==> src/cfg_cmd_pkg.sv <==
package cfg_cmd_pkg;

    // ==========================================================
    // Clock and timing
    // ==========================================================
    localparam int CLK_HZ = 100_000_000;
    localparam int SILENCE_UNIT_MS = 100;
    localparam int SILENCE_UNIT_CYCLES = (CLK_HZ / 1000) * SILENCE_UNIT_MS;
    localparam int TICK_W = 24;

    // ==========================================================
    // Command codes
    // ==========================================================
    localparam logic [7:0] CMD_AUTO_ADDR = 8'h3a;
    localparam logic [7:0] CMD_SILENCE = 8'h05;
    localparam logic [7:0] CMD_RATE = 8'h15;
    localparam logic [7:0] CMD_EXIT = 8'h09;

    // ==========================================================
    // Parameter ranges and reset values
    // ==========================================================
    localparam logic [15:0] SILENCE_MIN = 16'h0002;
    localparam logic [15:0] SILENCE_RESET = 16'h000a;
    localparam logic [15:0] RATE_STD_MAX = 16'h0006;
    localparam logic [15:0] RATE_BPS_MIN = 16'h007d;
    localparam logic [1:0] RSP_BYTES_NONE = 2'h0;
    localparam logic [1:0] RSP_BYTES_QUERY = 2'h2;

    // ==========================================================
    // Serial number fields that form the source address
    // ==========================================================
    localparam int SN_HI_A = 29;
    localparam int SN_HI_B = 28;
    localparam int SN_LO_MSB = 13;

    // ==========================================================
    // Rate arithmetic widths
    // ==========================================================
    localparam int NUM_W = 28;
    localparam int DIV_W = 20;
    localparam logic [NUM_W-1:0] CLK_HZ_N = 28'h5f5e100;

    // ==========================================================
    // Carriers and states
    // ==========================================================
    typedef struct packed {
        logic [7:0] code;
        logic has_param;
        logic [15:0] param;
    } cmd_s;

    typedef struct packed {
        logic err;
        logic [1:0] nbytes;
        logic [15:0] data;
    } rsp_s;

    typedef enum logic [1:0] {
        ST_IDLE = 2'b00,
        ST_DIV1 = 2'b01,
        ST_DIV2 = 2'b11,
        ST_DONE = 2'b10
    } conv_e;

    // Standard rate code to bits per second
    function automatic logic [15:0] std_bps(input logic [2:0] code);
        case (code)
            3'h0: std_bps = 16'h04b0;
            3'h1: std_bps = 16'h0960;
            3'h2: std_bps = 16'h12c0;
            3'h3: std_bps = 16'h2580;
            3'h4: std_bps = 16'h4b00;
            3'h5: std_bps = 16'h9600;
            default: std_bps = 16'he100;
        endcase
    endfunction

endpackage

==> src/escape_guard.sv <==
`timescale 1ns/10ps
module escape_guard
    import cfg_cmd_pkg::*;
#(
    parameter int UNIT_CYCLES = SILENCE_UNIT_CYCLES
) (
    input wire logic clk_sys,
    input wire logic rst_n,
    input wire logic enable,
    input wire logic line_active,
    input wire logic char_valid,
    input wire logic [7:0] char_data,
    input wire logic [7:0] escape_char,
    input wire logic [15:0] guard_units,
    output logic enter
);

    // ==========================================================
    // Silence timer after the escape character
    // ==========================================================
    logic armed;
    logic [TICK_W-1:0] tick;
    logic [15:0] units;
    wire is_escape = char_valid && char_data == escape_char;
    wire unit_end = tick == TICK_W'(UNIT_CYCLES - 1);
    wire expired = armed && units == guard_units;

    // Any line activity other than the escape itself disarms the timer
    always_ff @(posedge clk_sys) begin
        if (!rst_n) begin
            armed <= 1'b0;
            tick <= '0;
            units <= 16'h0000;
            enter <= 1'b0;
        end else begin
            enter <= 1'b0;
            if (!enable) begin
                armed <= 1'b0;
            end else if (is_escape) begin
                armed <= 1'b1;
                tick <= '0;
                units <= 16'h0000;
            end else if (char_valid || line_active) begin
                armed <= 1'b0;
            end else if (expired) begin
                armed <= 1'b0;
                enter <= 1'b1; // [RL3]
            end else if (armed) begin
                tick <= unit_end ? '0 : tick + 1'b1;
                units <= unit_end ? units + 16'h0001 : units;
            end
        end
    end

endmodule // escape_guard

==> src/host_config_command_handler.sv <==
// Function
// RL1: Auto-address command loads source address from serial bits 29, 28, 13..0.
// RL2: Post-escape silence in 100 ms units, range 0x02..0xFFFF, default 0x0A.
// RL3: Command mode entered only after silence following escape lasts the set time.
// RL4: Silence command code 0x05; query returns stored value as two bytes.
// RL5: Rate codes 0..6 map to 1200 through 57600 bps.
// RL6: Rate values 0x7D..0xFFFF are bps; nearest achievable rate is stored.
// RL7: Old UART rate stays in use until exit command mode executes.
// RL8: Host interface rate never alters the radio link data rate.
// RL9: Rate query returns the actually stored value as two bytes.
// RL10: Default host rate equals the factory radio data rate.
// RL11: Host should honour clear-to-send when host rate exceeds radio rate.
// RL12: Parameters are hexadecimal numbers, sent and parsed as such.
// RL13: Command without parameter returns stored value instead of changing it.
`timescale 1ns/10ps
module host_config_command_handler
    import cfg_cmd_pkg::*;
#(
    parameter int UNIT_CYCLES = SILENCE_UNIT_CYCLES
) (
    input wire logic clk_sys,
    input wire logic rst_n,
    input wire logic serial_input_pin,
    input wire logic rx_char_valid,
    input wire logic [7:0] rx_char,
    input wire logic [7:0] escape_sequence_char,
    input wire logic [31:0] factory_serial,
    input wire logic [15:0] factory_rf_rate,
    input wire logic cmd_valid,
    input wire cmd_s cmd,
    output logic cmd_ready,
    output logic rsp_valid,
    output rsp_s rsp,
    output logic command_mode,
    output logic [15:0] source_address,
    output logic [DIV_W-1:0] uart_divisor
);

    // ==========================================================
    // State
    // ==========================================================
    logic pin_meta;
    logic pin_sync;
    logic [15:0] guard_time_after_setting;
    logic [15:0] host_rate_setting;
    logic [DIV_W-1:0] pending_divisor;
    conv_e conv_state;
    logic conv_std;
    logic conv_init;
    logic [15:0] conv_code;
    logic init_pending;
    logic guard_enter;
    logic div_start;
    logic div_done;
    logic [NUM_W-1:0] div_num;
    logic [DIV_W-1:0] div_den;
    logic [NUM_W-1:0] div_quot;

    // ==========================================================
    // Command decode
    // ==========================================================
    // Parameters arrive as binary values already parsed from hex text [RL12]
    wire accept = cmd_valid && cmd_ready;
    wire is_auto = cmd.code == CMD_AUTO_ADDR;
    wire is_silence = cmd.code == CMD_SILENCE;
    wire is_rate = cmd.code == CMD_RATE;
    wire is_exit = cmd.code == CMD_EXIT;
    wire silence_ok = cmd.param >= SILENCE_MIN; // [RL2]
    wire rate_is_std = cmd.param <= RATE_STD_MAX;
    wire rate_is_bps = cmd.param >= RATE_BPS_MIN;
    wire rate_write = accept && is_rate && cmd.has_param && (rate_is_std || rate_is_bps);
    wire init_start = init_pending && conv_state == ST_IDLE;
    wire [15:0] start_code = init_start ? factory_rf_rate : cmd.param;
    wire start_std = start_code <= RATE_STD_MAX;
    wire [15:0] start_bps = start_std ? std_bps(start_code[2:0]) : start_code; // [RL5]
    wire [15:0] serial_addr = {factory_serial[SN_HI_A], factory_serial[SN_HI_B],
                               factory_serial[SN_LO_MSB:0]};

    // Busy while a rate conversion runs; commands only in command mode
    assign cmd_ready = command_mode && conv_state == ST_IDLE && !init_pending;

    // ==========================================================
    // Pin synchroniser, the second stage alone feeds the guard
    // ==========================================================
    always_ff @(posedge clk_sys) begin
        if (!rst_n) begin
            pin_meta <= 1'b1;
            pin_sync <= 1'b1;
        end else begin
            pin_meta <= serial_input_pin;
            pin_sync <= pin_meta;
        end
    end

    escape_guard #(
        .UNIT_CYCLES(UNIT_CYCLES)
    ) u_guard (
        .clk_sys(clk_sys),
        .rst_n(rst_n),
        .enable(!command_mode),
        .line_active(!pin_sync),
        .char_valid(rx_char_valid),
        .char_data(rx_char),
        .escape_char(escape_sequence_char),
        .guard_units(guard_time_after_setting),
        .enter(guard_enter)
    );

    // ==========================================================
    // Rate conversion: divisor = round(clk/bps), achieved = round(clk/div)
    // ==========================================================
    // Two passes through one divider trade latency for area
    assign div_start = rate_write || init_start
                       || (conv_state == ST_DIV1 && div_done && !conv_std);
    assign div_num = (conv_state == ST_IDLE)
                     ? CLK_HZ_N + NUM_W'(start_bps[15:1])
                     : CLK_HZ_N + NUM_W'(div_quot[DIV_W-1:1]);
    assign div_den = (conv_state == ST_IDLE) ? DIV_W'(start_bps) : div_quot[DIV_W-1:0];

    rate_divider #(
        .N_W(NUM_W),
        .D_W(DIV_W)
    ) u_div (
        .clk_sys(clk_sys),
        .rst_n(rst_n),
        .start(div_start),
        .num(div_num),
        .den(div_den),
        .done(div_done),
        .quot(div_quot)
    );

    // Conversion sequencer
    always_ff @(posedge clk_sys) begin
        if (!rst_n) begin
            conv_state <= ST_IDLE;
            conv_std <= 1'b0;
            conv_init <= 1'b0;
            conv_code <= 16'h0000;
            init_pending <= 1'b1;
        end else begin
            case (conv_state)
                ST_IDLE: begin
                    if (div_start) begin
                        conv_state <= ST_DIV1;
                        conv_std <= start_std;
                        conv_init <= init_start;
                        conv_code <= start_code;
                        init_pending <= 1'b0;
                    end
                end
                ST_DIV1: begin
                    if (div_done) begin
                        conv_state <= conv_std ? ST_DONE : ST_DIV2;
                    end
                end
                ST_DIV2: begin
                    if (div_done) begin
                        conv_state <= ST_DONE;
                    end
                end
                default: begin
                    conv_state <= ST_IDLE;
                end
            endcase
        end
    end

    // ==========================================================
    // Setting registers
    // ==========================================================
    // Factory rate is caught after reset release by the init conversion [RL10]
    always_ff @(posedge clk_sys) begin
        if (!rst_n) begin
            guard_time_after_setting <= SILENCE_RESET; // [RL2]
            host_rate_setting <= 16'h0000;
            pending_divisor <= '0;
            source_address <= 16'h0000;
        end else begin
            if (accept && is_silence && cmd.has_param && silence_ok) begin
                guard_time_after_setting <= cmd.param; // [RL2] [RL4]
            end
            if (accept && is_auto) begin
                source_address <= serial_addr; // [RL1]
            end
            if (conv_state == ST_DIV1 && div_done) begin
                pending_divisor <= div_quot[DIV_W-1:0];
                if (conv_std) begin
                    host_rate_setting <= conv_code; // [RL5]
                end
            end
            if (conv_state == ST_DIV2 && div_done) begin
                host_rate_setting <= div_quot[15:0]; // [RL6]
            end
        end
    end

    // Live divisor changes only on exit, or once at start-up [RL7]
    // It drives the host UART only; the radio rate has no path from here [RL8]
    always_ff @(posedge clk_sys) begin
        if (!rst_n) begin
            uart_divisor <= '0;
            command_mode <= 1'b0;
        end else begin
            if (accept && is_exit) begin
                uart_divisor <= pending_divisor; // [RL7]
            end else if (conv_state == ST_DONE && conv_init) begin
                uart_divisor <= pending_divisor; // [RL10]
            end
            // Kept apart from the divisor so an init finish never swallows an entry pulse
            if (accept && is_exit) begin
                command_mode <= 1'b0;
            end else if (guard_enter) begin
                command_mode <= 1'b1; // [RL3]
            end
        end
    end

    // ==========================================================
    // Responses
    // ==========================================================
    // Queries answer next cycle; rate writes answer when conversion ends
    always_ff @(posedge clk_sys) begin
        if (!rst_n) begin
            rsp_valid <= 1'b0;
            rsp <= '0;
        end else begin
            rsp_valid <= 1'b0;
            if (conv_state == ST_DONE && !conv_init) begin
                rsp_valid <= 1'b1;
                rsp <= '{err: 1'b0, nbytes: RSP_BYTES_NONE, data: 16'h0000};
            end else if (accept && !rate_write) begin
                rsp_valid <= 1'b1;
                rsp <= '{err: 1'b0, nbytes: RSP_BYTES_NONE, data: 16'h0000};
                if (is_silence && !cmd.has_param) begin
                    rsp.nbytes <= RSP_BYTES_QUERY; // [RL4] [RL13]
                    rsp.data <= guard_time_after_setting;
                end else if (is_rate && !cmd.has_param) begin
                    rsp.nbytes <= RSP_BYTES_QUERY; // [RL9] [RL13]
                    rsp.data <= host_rate_setting;
                end else if (is_silence) begin
                    rsp.err <= !silence_ok;
                end else if (is_rate) begin
                    rsp.err <= 1'b1; // [RL6] gap 7..0x7C refused
                end else if (!is_auto && !is_exit) begin
                    rsp.err <= 1'b1;
                end
            end
        end
    end

    // ==========================================================
    // Checks
    // ==========================================================
    AST_AUTO_ADDR: assert property (@(posedge clk_sys) disable iff (!rst_n) // [RL1]
        accept && is_auto |=> source_address == {$past(factory_serial[29]),
            $past(factory_serial[28]), $past(factory_serial[13:0])})
        else $error("source address not formed from serial bits");

    AST_SILENCE_LOW: assert property (@(posedge clk_sys) disable iff (!rst_n) // [RL2]
        accept && is_silence && cmd.has_param && cmd.param < 16'h0002
        |=> $stable(guard_time_after_setting) && rsp_valid && rsp.err)
        else $error("silence below minimum was accepted");

    AST_SILENCE_RESET: assert property (@(posedge clk_sys) // [RL2]
        !rst_n |=> guard_time_after_setting == 16'h000a)
        else $error("silence default wrong after reset");

    AST_ENTER: assert property (@(posedge clk_sys) disable iff (!rst_n) // [RL3]
        $rose(command_mode) |-> $past(guard_enter) && $past(!command_mode))
        else $error("command mode entered without silence timeout");

    AST_SILENCE_QUERY: assert property (@(posedge clk_sys) disable iff (!rst_n) // [RL4]
        accept && is_silence && !cmd.has_param
        |=> rsp_valid && rsp.nbytes == 2'h2 && rsp.data == guard_time_after_setting)
        else $error("silence query answer wrong");

    AST_STD_STORE: assert property (@(posedge clk_sys) disable iff (!rst_n) // [RL5]
        conv_state == ST_DIV1 && div_done && conv_std
        |=> host_rate_setting == $past(conv_code) && conv_state == ST_DONE)
        else $error("standard rate code not stored");

    AST_GAP_REFUSED: assert property (@(posedge clk_sys) disable iff (!rst_n) // [RL6]
        accept && is_rate && cmd.has_param && cmd.param > 16'h0006 && cmd.param < 16'h007d
        |=> rsp_valid && rsp.err && conv_state == ST_IDLE)
        else $error("rate value in gap not refused");

    AST_RATE_HELD: assert property (@(posedge clk_sys) disable iff (!rst_n) // [RL7]
        !(accept && is_exit) && !(conv_state == ST_DONE && conv_init)
        |=> $stable(uart_divisor))
        else $error("uart divisor changed before exit");

    AST_EXIT_APPLY: assert property (@(posedge clk_sys) disable iff (!rst_n) // [RL7]
        accept && is_exit |=> uart_divisor == $past(pending_divisor) && !command_mode)
        else $error("exit did not apply pending rate");

    AST_RATE_QUERY: assert property (@(posedge clk_sys) disable iff (!rst_n) // [RL9]
        accept && is_rate && !cmd.has_param
        |=> rsp_valid && rsp.nbytes == 2'h2 && rsp.data == host_rate_setting)
        else $error("rate query answer wrong");

endmodule // host_config_command_handler

==> src/rate_divider.sv <==
`timescale 1ns/10ps
module rate_divider
    import cfg_cmd_pkg::*;
#(
    parameter int N_W = NUM_W,
    parameter int D_W = DIV_W
) (
    input wire logic clk_sys,
    input wire logic rst_n,
    input wire logic start,
    input wire logic [N_W-1:0] num,
    input wire logic [D_W-1:0] den,
    output logic done,
    output logic [N_W-1:0] quot
);

    // ==========================================================
    // Restoring division, one quotient bit per clock
    // ==========================================================
    logic [D_W:0] rem;
    logic [D_W-1:0] den_q;
    logic [5:0] cnt;
    logic busy;
    logic [D_W:0] shifted;
    logic fits;

    // Remainder stays below den, so D_W+1 bits hold every shift
    assign shifted = {rem[D_W-1:0], quot[N_W-1]};
    assign fits = shifted >= {1'b0, den_q};

    // Caller never passes a zero divisor
    always_ff @(posedge clk_sys) begin
        if (!rst_n) begin
            rem <= '0;
            den_q <= '0;
            quot <= '0;
            cnt <= 6'h00;
            busy <= 1'b0;
            done <= 1'b0;
        end else begin
            done <= 1'b0;
            if (start) begin
                rem <= '0;
                den_q <= den;
                quot <= num;
                cnt <= 6'(N_W);
                busy <= 1'b1;
            end else if (busy) begin
                rem <= fits ? shifted - {1'b0, den_q} : shifted;
                quot <= {quot[N_W-2:0], fits};
                cnt <= cnt - 6'h01;
                busy <= cnt != 6'h01;
                done <= cnt == 6'h01;
            end
        end
    end

endmodule // rate_divider

==> config.mk <==
export PLATFORM = sky130hd
export DESIGN_NAME = host_config_command_handler
export DESIGN_NICKNAME = d
export VERILOG_FILES = /design/src/cfg_cmd_pkg.sv /design/src/escape_guard.sv /design/src/host_config_command_handler.sv /design/src/rate_divider.sv
export SDC_FILE = /design/constraint.sdc
export NUM_CORES = 1
export LEC_CHECK = 0
export BUFFER_PORTS_ARGS = -buffer_cell sky130_fd_sc_hd__buf_4
export CAP_MARGIN = 20
export CORE_MARGIN = 2
export CORE_UTILIZATION = 40
export CTS_CLUSTER_SIZE = 10
export DETAILED_ROUTE_END_ITERATION = 10
export GPL_ROUTABILITY_DRIVEN = 0
export GPL_TIMING_DRIVEN = 0
export HOLD_SLACK_MARGIN = 0.1
export MAX_ROUTING_LAYER = met4
export PLACE_DENSITY = 0.63
export SYNTH_ARGS = -nofsm -noshare
export SYNTH_HDL_FRONTEND = slang
export SYNTH_SLANG_ARGS = --single-unit
==> constraint.sdc <==
create_clock -name clk_sys -period 6.9 [get_ports clk_sys]
set_input_delay 2.07 -clock clk_sys [delete_from_list [all_inputs] [get_ports clk_sys]]
set_output_delay 2.07 -clock clk_sys [all_outputs]
set_load 0.01 [all_outputs]
==> impl_metrics.tcl, run 1 <==
set metrics [dict create \
    syn-cell-area_um2 12660 \
    crit_family "simple AND/OR/NAND/NOR gates" \
    cts_resized 0 \
    area_delta_synth_final_pct 18.78 \
    maxCapViolCount 0 \
    synth-edff-count 0 \
    path_class "in2reg" \
    rsz0062_at_grt "false" \
    die_w_um 181.9 \
    async_reset_ff_share_pct 0 \
    post-cts-setup-buffers 0 \
    row_count 65 \
    routed-wl-met2_um 17910 \
    hpwl_um 29090 \
    fillers 3078 \
    report.power.total_mw 3.736 \
    crit_top_cell "a21oi_1" \
    finalNetCount 1764 \
    hold_viol_final 0 \
    design_area_um2 15040 \
    cts_sinks 249 \
    wire_per_inst_um 18.87 \
    place_area_um2 14150 \
    ir_drop_mv 0.2011 \
    crit_path_end_kind "flop" \
    crit_required_ps 7370 \
    critPathSlowestCell "or4_1" \
    mostFrequentLayoutCell "dfxtp_1" \
    coreArea_um2 31390 \
    tightest_slew_ps 887.9 \
    cts_tree "yes" \
    grt_antenna_before_repair 1 \
    utilization_pct 47.90 \
    routed.top_layer "met4" \
    final_cell_mix "dfxtp_1, nand2_1, buf_4" \
    drtAntennaViolNets 0 \
    drv_slew 0 \
    yosys_warnings 0 \
    layout-drive-gt1-share_pct 13.18 \
    powerDensity_nw_per_um2 248.5 \
    grtUsageTotal_pct 23.42 \
    ys_ff_latch 249 \
    arrival_ps 5210 \
    vias 11536 \
    synthDistinctLibCells 80 \
    clkTransAtPathRegs_ps 60 \
    grt_pass1_vias 10980 \
    ys.flop_type "dfxtp_1" \
    syn_inst 1479 \
    setup_violations 0 \
    status "finished, final reports clean" \
    cts_hold_buf 0 \
    final.setup_skew_ps 24.96 \
    slew_headroom_pct 39.11 \
    start_util_pct 40.32 \
    syn_nets 1600 \
    yosysSeqAreaShare_pct 39.38 \
    clk_latency_ps 570 \
    portBuffers 132 \
    worstPathCellList "buf_4 > or4_1 > or4_4 > mux2i_4 > and2_0 > buf_2 > a21oi_1 > a21oi_1 > ha_1 > nand4_2 > mux2i_1 > a211oi_1" \
    cpPeakStageDelay_ps 550 \
    die_h_um 181.9 \
    die_area_um2 33090 \
    cts_buffer_depth 3 \
    route.met3.wl_um 2658 \
    first_pass_iters 5 \
    finalCritPeriodShare_pct 68.69 \
    drc 0 \
    min_period_ps 4740 \
    drt-vias-per-instance 5.611 \
    hold_path_class "reg2reg" \
    routed_wl_um 38800 \
    critPathLaunchType "input port" \
    wl_met1_um 16860 \
    h-tree-depth 1 \
    crit_buf_inv 2 \
    synth_area_per_cell_um2 8.559 \
    tns_ps 0 \
    cts_inserted_buffers 30 \
    drtIter0Drc 976 \
    grt_max_degree 16 \
    grt_pass1_wl_um 60270 \
    path_max_fanout 9 \
    root_buffer "clkbuf_16" \
    grt_overflow 0 \
    max_freq_mhz 211.0 \
    pin_count 152 \
    p_leak_nw 5.960 \
    antenna_cells 0 \
]
-- layer usage --
| layer | vias up | GRT usage [%] |
|---|---|---|
| met5 | - | - |
| met4 | 0 | 7.452 |
| met3 | 96 | 3.069 |
| met2 | 432 | 38.76 |
| met1 | 5430 | 29.76 |
| li1 | 5578 | - |
-- worst reg2reg max path: stages (launching register included) --
cell,delay (ps)
dfxtp_1,340
inv_1,80
ha_1,360
a21oi_1,240
o21bai_1,100
a221oi_1,460
a21oi_1,180
o311a_1,420
or2_2,280
clkbuf_1,250
clkbuf_1,360
a31oi_1,250
a21oi_1,90
-- final timing paths --
path	startpoint	end	slack (ps)	depth (start not counted)
max	cmd[13]	u_div.quot[14]	2160	12
min	pin_meta	pin_sync	410	1
max reg2reg	u_div.den_q[10]	u_div.rem[15]	3350	12
min reg2reg	pin_meta	pin_sync	410	1
-- layout make-up --
| cell class | instances | area [µm²] | share of cell area (%) |
|---|---|---|---|
| Multi-Input combinational cell | 1093 | 7133 | 47.44 |
| Sequential cell | 249 | 4985 | 33.15 |
| Tap cell | 402 | 503.0 | 3.345 |
| Clock inverter | 2 | 21.27 | 0.1415 |
| Inverter | 39 | 146.4 | 0.9736 |
| Buffer | 98 | 394.1 | 2.621 |
| Clock buffer | 41 | 862.1 | 5.734 |
| Timing Repair Buffer | 132 | 991.0 | 6.591 |
-- where the power goes --
part,leakage (nW),total (mW),switching (mW),internal (mW)
Sequential,2.02,1.55,0.0553,1.50
Combinational,3.50,0.735,0.451,0.284
Clock,0.436,1.45,0.597,0.852
-- synthesized netlist by cell type, drive strengths merged (13+ instances only) --
master	count	area, µm²
or3	16	100.1
xnor2	34	297.8
ha	26	325.3
nand3	43	215.2
o211a	32	320.3
dfxtp	249	4985
a211oi	29	217.7
nand2	179	674.4
a21boi	49	367.9
nand4	26	168.9
nor3	25	125.1
o21ai	78	394.1
mux2i	93	943.4
clkbuf	67	251.5
nor2b	69	431.7
buf	31	142.6
inv	38	142.6
a21oi	56	287.8
a22oi	25	201.4
a31oi	22	137.6
xor2	42	367.9
nor2	101	381.6
and3	13	81.33
-- state kept, by name (all words and copies together), names as in the netlist, 2 cells and up --
| signal | flops |
|---|---|
| rsp | 18 |
| u_guard.units | 16 |
| conv_code | 16 |
| u_div.cnt | 6 |
| conv_state | 2 |
| u_div.rem | 20 |
| u_div.den_q | 20 |
| guard_time_after_setting | 16 |
| u_div.quot | 28 |
| source_address | 16 |
| pending_divisor | 20 |
| u_guard.tick | 24 |
| uart_divisor | 20 |
| host_rate_setting | 16 |
-- cell families after synthesis --
| logic type | count (synthesis) | synth area share, % |
|---|---|---|
| AND/OR/NAND/NOR | 535 | 20.86 |
| AO/OA/AOI/OAI | 356 | 19.58 |
| flip-flops | 249 | 39.38 |
| buffers and inverters | 137 | 4.270 |
| multiplexers | 98 | 7.898 |
| XOR/XNOR | 76 | 5.258 |
| adder cells (fa/ha/maj) | 27 | 2.728 |
| other | 1 | 0.02962 |
-- metrics by stage --
stage	hold slack, ps	worst slack, ps	std cells
final	408.4	2160	2056
after global routing	435.1	2102	2056
after CTS	411.2	2239	2056
after detailed placement	400.9	1675	2013
after global placement	400.9	1686	2013
after floorplan	386.3	2267	1479
(Power assumes the default switching activity.)
==> run 2, diff against run 1 <==
--- a/config.mk
+++ b/config.mk
@@ -15,7 +15,7 @@
 export GPL_TIMING_DRIVEN = 0
 export HOLD_SLACK_MARGIN = 0.1
 export MAX_ROUTING_LAYER = met4
-export PLACE_DENSITY = 0.63
+export PLACE_DENSITY = 0.66
 export SYNTH_ARGS = -nofsm -noshare
 export SYNTH_HDL_FRONTEND = slang
 export SYNTH_SLANG_ARGS = --single-unit
==> constraint.sdc (replaced) <==
create_clock -name clk_sys -period 4.29 [get_ports clk_sys]
set_input_delay 1.287 -clock clk_sys [delete_from_list [all_inputs] [get_ports clk_sys]]
set_output_delay 1.287 -clock clk_sys [all_outputs]
set_load 0.01 [all_outputs]
==> run 2 against run 1 <==
Effect of this change:
- sequential power increased by 61%
- combinational power increased by 59%
- final cell count is essentially flat
- non-clock buffer count did not move
- global-route usage shrank 0.54 points
- clock-buffer cell count fell by 3
- sequential share of layout area up 0.072 points
- first-iteration DRC count fell by 3.1%
- critical endpoint unchanged
- largest cell class unchanged
- highest routed layer unchanged
==> impl_metrics.tcl, run 2 (synthesis gave the netlist of run 1 again) <==
set metrics [dict create \
    drtAntennaViolNets 0 \
    top_regs "u_div.quot x28, u_guard.tick x24" \
    hp-start "pin_meta" \
    largest_reg_flops 28 \
    clkTransAtPathRegs_ps 60 \
    grt.busiest_layer "met2" \
    die_h_um 181.9 \
    arrival_ps 4440 \
    crit_top_cell "a211oi_1" \
    status "finished, final reports clean" \
    design_area_um2 15000 \
    use_met2_pct 36.61 \
    post-cts-setup-buffers 0 \
    hold_viol_final 0 \
    layout_setup_ws_ps 320.0 \
    grtUsageMet3_pct 3.209 \
    die_area_um2 33090 \
    grtUsageTotal_pct 22.87 \
    rsz0062_at_grt "false" \
    final.setup_skew_ps 17.59 \
    clkPwrFrac_pct 38.2 \
    max_freq_mhz 251.9 \
    grt_pass1_vias 11085 \
    grt_antenna_before_repair 0 \
    row_count 65 \
    cts_resized 0 \
    tns_ps 0 \
    place_area_um2 14150 \
    critPathLaunchType "input port" \
    hpwl_um 28420 \
    coreArea_um2 31390 \
    root_buffer "clkbuf_16" \
    p_int_mw 4.180 \
    path_max_fanout 9 \
    grt_max_degree 16 \
    routed_wl_um 37960 \
    clk_latency_ps 560 \
    hold_path_class "reg2reg" \
    fillers 3053 \
    timing.rr.start "u_div.den_q[8]" \
    h-tree-depth 1 \
    grt_pass1_wl_um 59110 \
    drtIter0Drc 946 \
    p_leak_nw 5.943 \
    setup_violations 0 \
    vias 11653 \
    cts_buffer_depth 3 \
    crit_required_ps 4760 \
    ir_drop_mv 0.3453 \
    hold_end "pin_sync" \
    layout-drive-gt1-share_pct 13.08 \
    crit_start "cmd[12]" \
    portBuffers 132 \
    dp_slack_ps -151.3 \
    final_cell_mix "dfxtp_1, nand2_1, buf_4" \
    cts_sinks 249 \
    cts_hold_buf 0 \
    rr_endpoint "u_div.rem[13]" \
    die_w_um 181.9 \
    cpPeakStageDelay_ps 570 \
    pwr-share-comb_pct 19.8 \
    drt-vias-per-instance 5.673 \
    seq_area_um2 4985 \
    mostFrequentLayoutCell "dfxtp_1" \
    start_util_pct 40.32 \
    r2r_cells 12 \
    worstPathCellList "buf_4 > or4_1 > or4_4 > mux2i_4 > and2_0 > buf_2 > a211oi_1 > a21oi_1 > ha_1 > nand4_2 > mux2i_1 > a211oi_1" \
    grt_use_met1_pct 29.01 \
    tightest_slew_ps 892.2 \
    multi_input_area_um2 7133 \
    antenna_cells 0 \
    worstHoldPathCells 1 \
    p_sw_mw 1.749 \
    drc 0 \
    finalCritPeriodShare_pct 92.54 \
    grt_overflow 0 \
    pwr-share-seq_pct 42.0 \
    finalNetCount 1764 \
    top_register "u_div.quot" \
    slew_headroom_pct 38.82 \
    area_delta_synth_final_pct 18.52 \
    min_period_ps 3970 \
    crit_path_end_kind "flop" \
    swShare_pct 29.50 \
    drv_slew 0 \
    report.power.total_mw 5.930 \
    wire_per_inst_um 18.48 \
    powerDensity_nw_per_um2 395.2 \
    r2r_slack_ps 780 \
    critPathSlowestCell "or4_1" \
    maxCapViolCount 0 \
    pin_count 152 \
    cts_inserted_buffers 30 \
    cts_tree "yes" \
    timing.hold.ws_ps 411.5 \
    first_pass_iters 6 \
    path_class "in2reg" \
]
==> run 2: cell types whose count changed in the layout (fill, tap and decap cells not counted) <==
cell      previous run  this run
clkinv_4             0         1
clkbuf_8             7         4
==> run 2: critical path: cells and delay by family <==
family	cells	cell delay (ps)
compound gates	3	650
fa+ha+maj	1	310
buf+inv	2	280
mux	2	480
simple gates	4	1420
==> run 2: cell type report <==
cell class / instances / area share, %
Clock inverter: 3 / 0.2002
Tap cell: 402 / 3.353
Multi-Input combinational cell: 1093 / 47.54
Inverter: 39 / 0.9757
Buffer: 98 / 2.627
Clock buffer: 38 / 5.471
Sequential cell: 249 / 33.23
Timing Repair Buffer: 132 / 6.605
==> run 2: through the flow <==
stage,std cells,util (%)
after CTS,2054,47.79
after detailed placement,2013,45.08
final,2054,47.79
after global routing,2054,47.79
after floorplan,1479,-
after global placement,2013,45.08
==> run 2: metal layers <==
metal | up-vias | routed length [µm]
li1 | 5579 | -
met1 | 5518 | 16400
met2 | 455 | 17240
met3 | 101 | 2622
met4 | 0 | 1701
met5 | - | 0
==> run 2: power groups by stage <==
stage | clock, mW | sequential, mW | combinational, mW
global placement | 0 | 2.54 | 1.13
CTS | 2.29 | 2.49 | 1.15
finish | 2.26 | 2.49 | 1.17
global route | 2.38 | 2.50 | 1.28
floorplan | 0 | 2.50 | 0.809
detailed placement | 0 | 2.54 | 1.15
==> run 2: worst max path at each step <==
| stage | endpoint | slack, ps | depth (start not counted) |
|---|---|---|---|
| detailed placement | u_div.quot[14] | -150 | 12 |
| CTS | u_div.quot[14] | 420 | 12 |
| global placement | u_div.quot[14] | -130 | 12 |
| floorplan | u_div.quot[14] | 440 | 11 |
| finish | u_div.quot[14] | 320 | 12 |
| global route | u_div.quot[14] | 230 | 12 |
==> run 3, diff against run 2 <==
--- a/config.mk
+++ b/config.mk
@@ -5,6 +5,7 @@
 export SDC_FILE = /design/constraint.sdc
 export NUM_CORES = 1
 export LEC_CHECK = 0
+export ABC_AREA = 1
 export BUFFER_PORTS_ARGS = -buffer_cell sky130_fd_sc_hd__buf_4
 export CAP_MARGIN = 20
 export CORE_MARGIN = 2
@@ -15,7 +16,7 @@
 export GPL_TIMING_DRIVEN = 0
 export HOLD_SLACK_MARGIN = 0.1
 export MAX_ROUTING_LAYER = met4
-export PLACE_DENSITY = 0.66
+export PLACE_DENSITY = 0.65
 export SYNTH_ARGS = -nofsm -noshare
 export SYNTH_HDL_FRONTEND = slang
 export SYNTH_SLANG_ARGS = --single-unit
==> run 3 against run 2 <==
Effect of this change:
- hold slack gained 4.7 ps
- fmax grew 20%
- final cell count grew 23%
- combinational power grew to 2.7 times the previous value
- clock power shrank 4%
- highest routed layer unchanged
- wire length grew 11%
- sequential cell count is the same
- non-clock buffer count shrank 16
- critical path type unchanged
- global-route usage grew 2.2 points
- clock-buffer cell count shrank 2
- area after synthesis grew 3.7%
==> impl_metrics.tcl, run 3 <==
set metrics [dict create \
    status "finished, final reports clean" \
    clkTransAtPathRegs_ps 60 \
    ir_drop_mv 0.6425 \
    finalCritPeriodShare_pct 77.04 \
    die_area_um2 34280 \
    synth_compound_area_share_pct 19.21 \
    layout-drive-gt1-share_pct 10.98 \
    grt_antenna_before_repair 0 \
    synthSimpleGateAreaFrac_pct 27.32 \
    top_regs "u_div.quot x28, u_guard.tick x24" \
    syn_inst 1904 \
    maxCapViolCount 0 \
    async_reset_ff_share_pct 0 \
    synth-edff-count 0 \
    start_util_pct 40.45 \
    utilization_pct 47.68 \
    syn_nets 2025 \
    drc 0 \
    drtAntennaViolNets 0 \
    largest_reg_flops 28 \
    row_count 66 \
    yosysSeqAreaShare_pct 37.97 \
    path_max_fanout 9 \
    arrival_ps 3740 \
    vias 13435 \
    drt-vias-per-instance 5.336 \
    die_h_um 185.2 \
    synthDistinctLibCells 56 \
    synthAdderAreaFrac_pct 2.631 \
    cts_resized 0 \
    grt_pass1_vias 12451 \
    path_class "in2reg" \
    rsz0062_at_grt "false" \
    first_pass_iters 6 \
    tightest_slew_ps 801.9 \
    powerDensity_nw_per_um2 508.9 \
    critPathSlowestCell "nand2_1" \
    cpPeakStageDelay_ps 340 \
    critPathLaunchType "input port" \
    yosys_warnings 0 \
    portBuffers 134 \
    cts_buffer_depth 3 \
    synth_top_family_by_area "simple AND/OR/NAND/NOR gates" \
    die_w_um 185.2 \
    ys.flop_type "dfxtp_1" \
    worstPathCellList "buf_4 > xor2_1 > nor3b_1 > nand4_1 > nor2_1 > nand2_1 > nand2_1 > nand3_1 > nand2_1 > nand2_1 > nand2_1 > inv_1 > o21ai_0 > a21oi_1" \
    setup_violations 0 \
    layout_setup_ws_ps 985.0 \
    min_period_ps 3305 \
    antenna_cells 0 \
    final_cell_mix "nand2_1, dfxtp_1, nor2_1" \
    synthDominantCellAreaShare_pct 37.97 \
    syn-cell-area_um2 13130 \
    synth_xor_area_share_pct 3.536 \
    synth_area_per_cell_um2 6.895 \
    ys_top_cells_by_count "nand2_1, dfxtp_1, nor2_1" \
    slew_headroom_pct 46.54 \
    area_delta_synth_final_pct 17.87 \
    mostFrequentLayoutCell "nand2_1" \
    cts_inserted_buffers 29 \
    hpwl_um 32740 \
    synth_area_leader_cell "dfxtp_1" \
    tns_ps 0 \
    hold_viol_final 0 \
    cts_sinks 249 \
    synth.area.top_cells "dfxtp_1, nand2_1, o21ai_0" \
    wire_per_inst_um 16.81 \
    crit_path_end_kind "flop" \
    r2r_slack_ps 1250 \
    clk_latency_ps 560 \
    h-tree-depth 1 \
    crit_top_cell "nand2_1" \
    final.setup_skew_ps 14.63 \
    grt_overflow 0 \
    grt_pass1_wl_um 66450 \
    p_leak_nw 6.566 \
    dp_slack_ps 439.9 \
    hold_path_class "reg2reg" \
    top_register "u_div.quot" \
    pin_count 152 \
    cts_tree "yes" \
    post-cts-setup-buffers 0 \
    drv_slew 0 \
    crit_family "simple AND/OR/NAND/NOR gates" \
    finalNetCount 2190 \
    crit_buf_inv 2 \
    routed_wl_um 42320 \
    grtUsageTotal_pct 25.12 \
    synthMuxAreaShare_pct 0 \
    ys_ff_latch 249 \
    max_freq_mhz 302.6 \
    coreArea_um2 32450 \
    grt_max_degree 16 \
    synth.most_common_cell "nand2_1" \
    crit_required_ps 4720 \
    drtIter0Drc 1049 \
    root_buffer "clkbuf_16" \
    cts_hold_buf 0 \
]
## run 3: changes by cell type after synthesis, moves of 24 or more
| cell | delta |
|---|---|
| a21boi_0 | -48 |
| a21oi_1 | +98 |
| a22oi_1 | -24 |
| inv_1 | +185 |
| mux2i_1 | -92 |
| nand2_1 | +173 |
| nand3_1 | +35 |
| nor2_1 | +127 |
| nor2b_1 | -69 |
| o211a_1 | -30 |
| o21ai_0 | +102 |
## run 3: where the power goes
part	switching (mW)	leakage, nW	internal [mW]
logic	2.06	4.16	1.05
clock network	0.936	0.385	1.23
registers	0.123	2.02	2.47
total	3.12	6.57	4.76
## run 3: final cells by class
type | instances | area [µm²]
fill | 3303 | 16980
multi-input combinational | 1345 | 6922
sequential | 249 | 4985
timing repair buffer | 134 | 1006
inverter | 230 | 863.3
clock buffer | 36 | 762.0
tap | 442 | 553.0
buffer | 80 | 357.8
clock inverter | 2 | 25.02
## run 3: through the flow
stage	power, mW	area (µm²)	instances	hold WS, ps
after floorplan	4.878	13130	1904	392.5
after global placement	5.667	14690	2480	394.1
after detailed placement	5.703	14690	2480	404.4
after CTS	7.871	15470	2518	418.9
after global routing	8.396	15470	2518	438.7
final	7.874	15470	2518	416.2
## run 3: final timing paths
kind | from | to | cells past startpoint
worst max register to register | conv_state[1] | u_div.den_q[2] | 14
worst max-delay path | escape_sequence_char[2] | u_guard.tick[16] | 14
worst min-delay path | pin_meta | pin_sync | 1
worst min register to register | pin_meta | pin_sync | 1
## run 3: cells by family (layout without fill, tap and decap cells)
group                    Yosys count  after routing
AND/OR/NAND/NOR                  816            816
flip-flops                       249            249
buffers and inverters            310            482
adder cells (fa/ha/maj)           27             27
AO/OA/AOI/OAI                    448            448
XOR/XNOR                          53             53
other                              1              1
## run 3: metal layers
metal / wire, µm / GRT usage (%)
met1: 18770 / 32.66
met2: 19060 / 40.40
met3: 3063 / 3.107
met4: 1427 / 8.603
met5: 0 / -
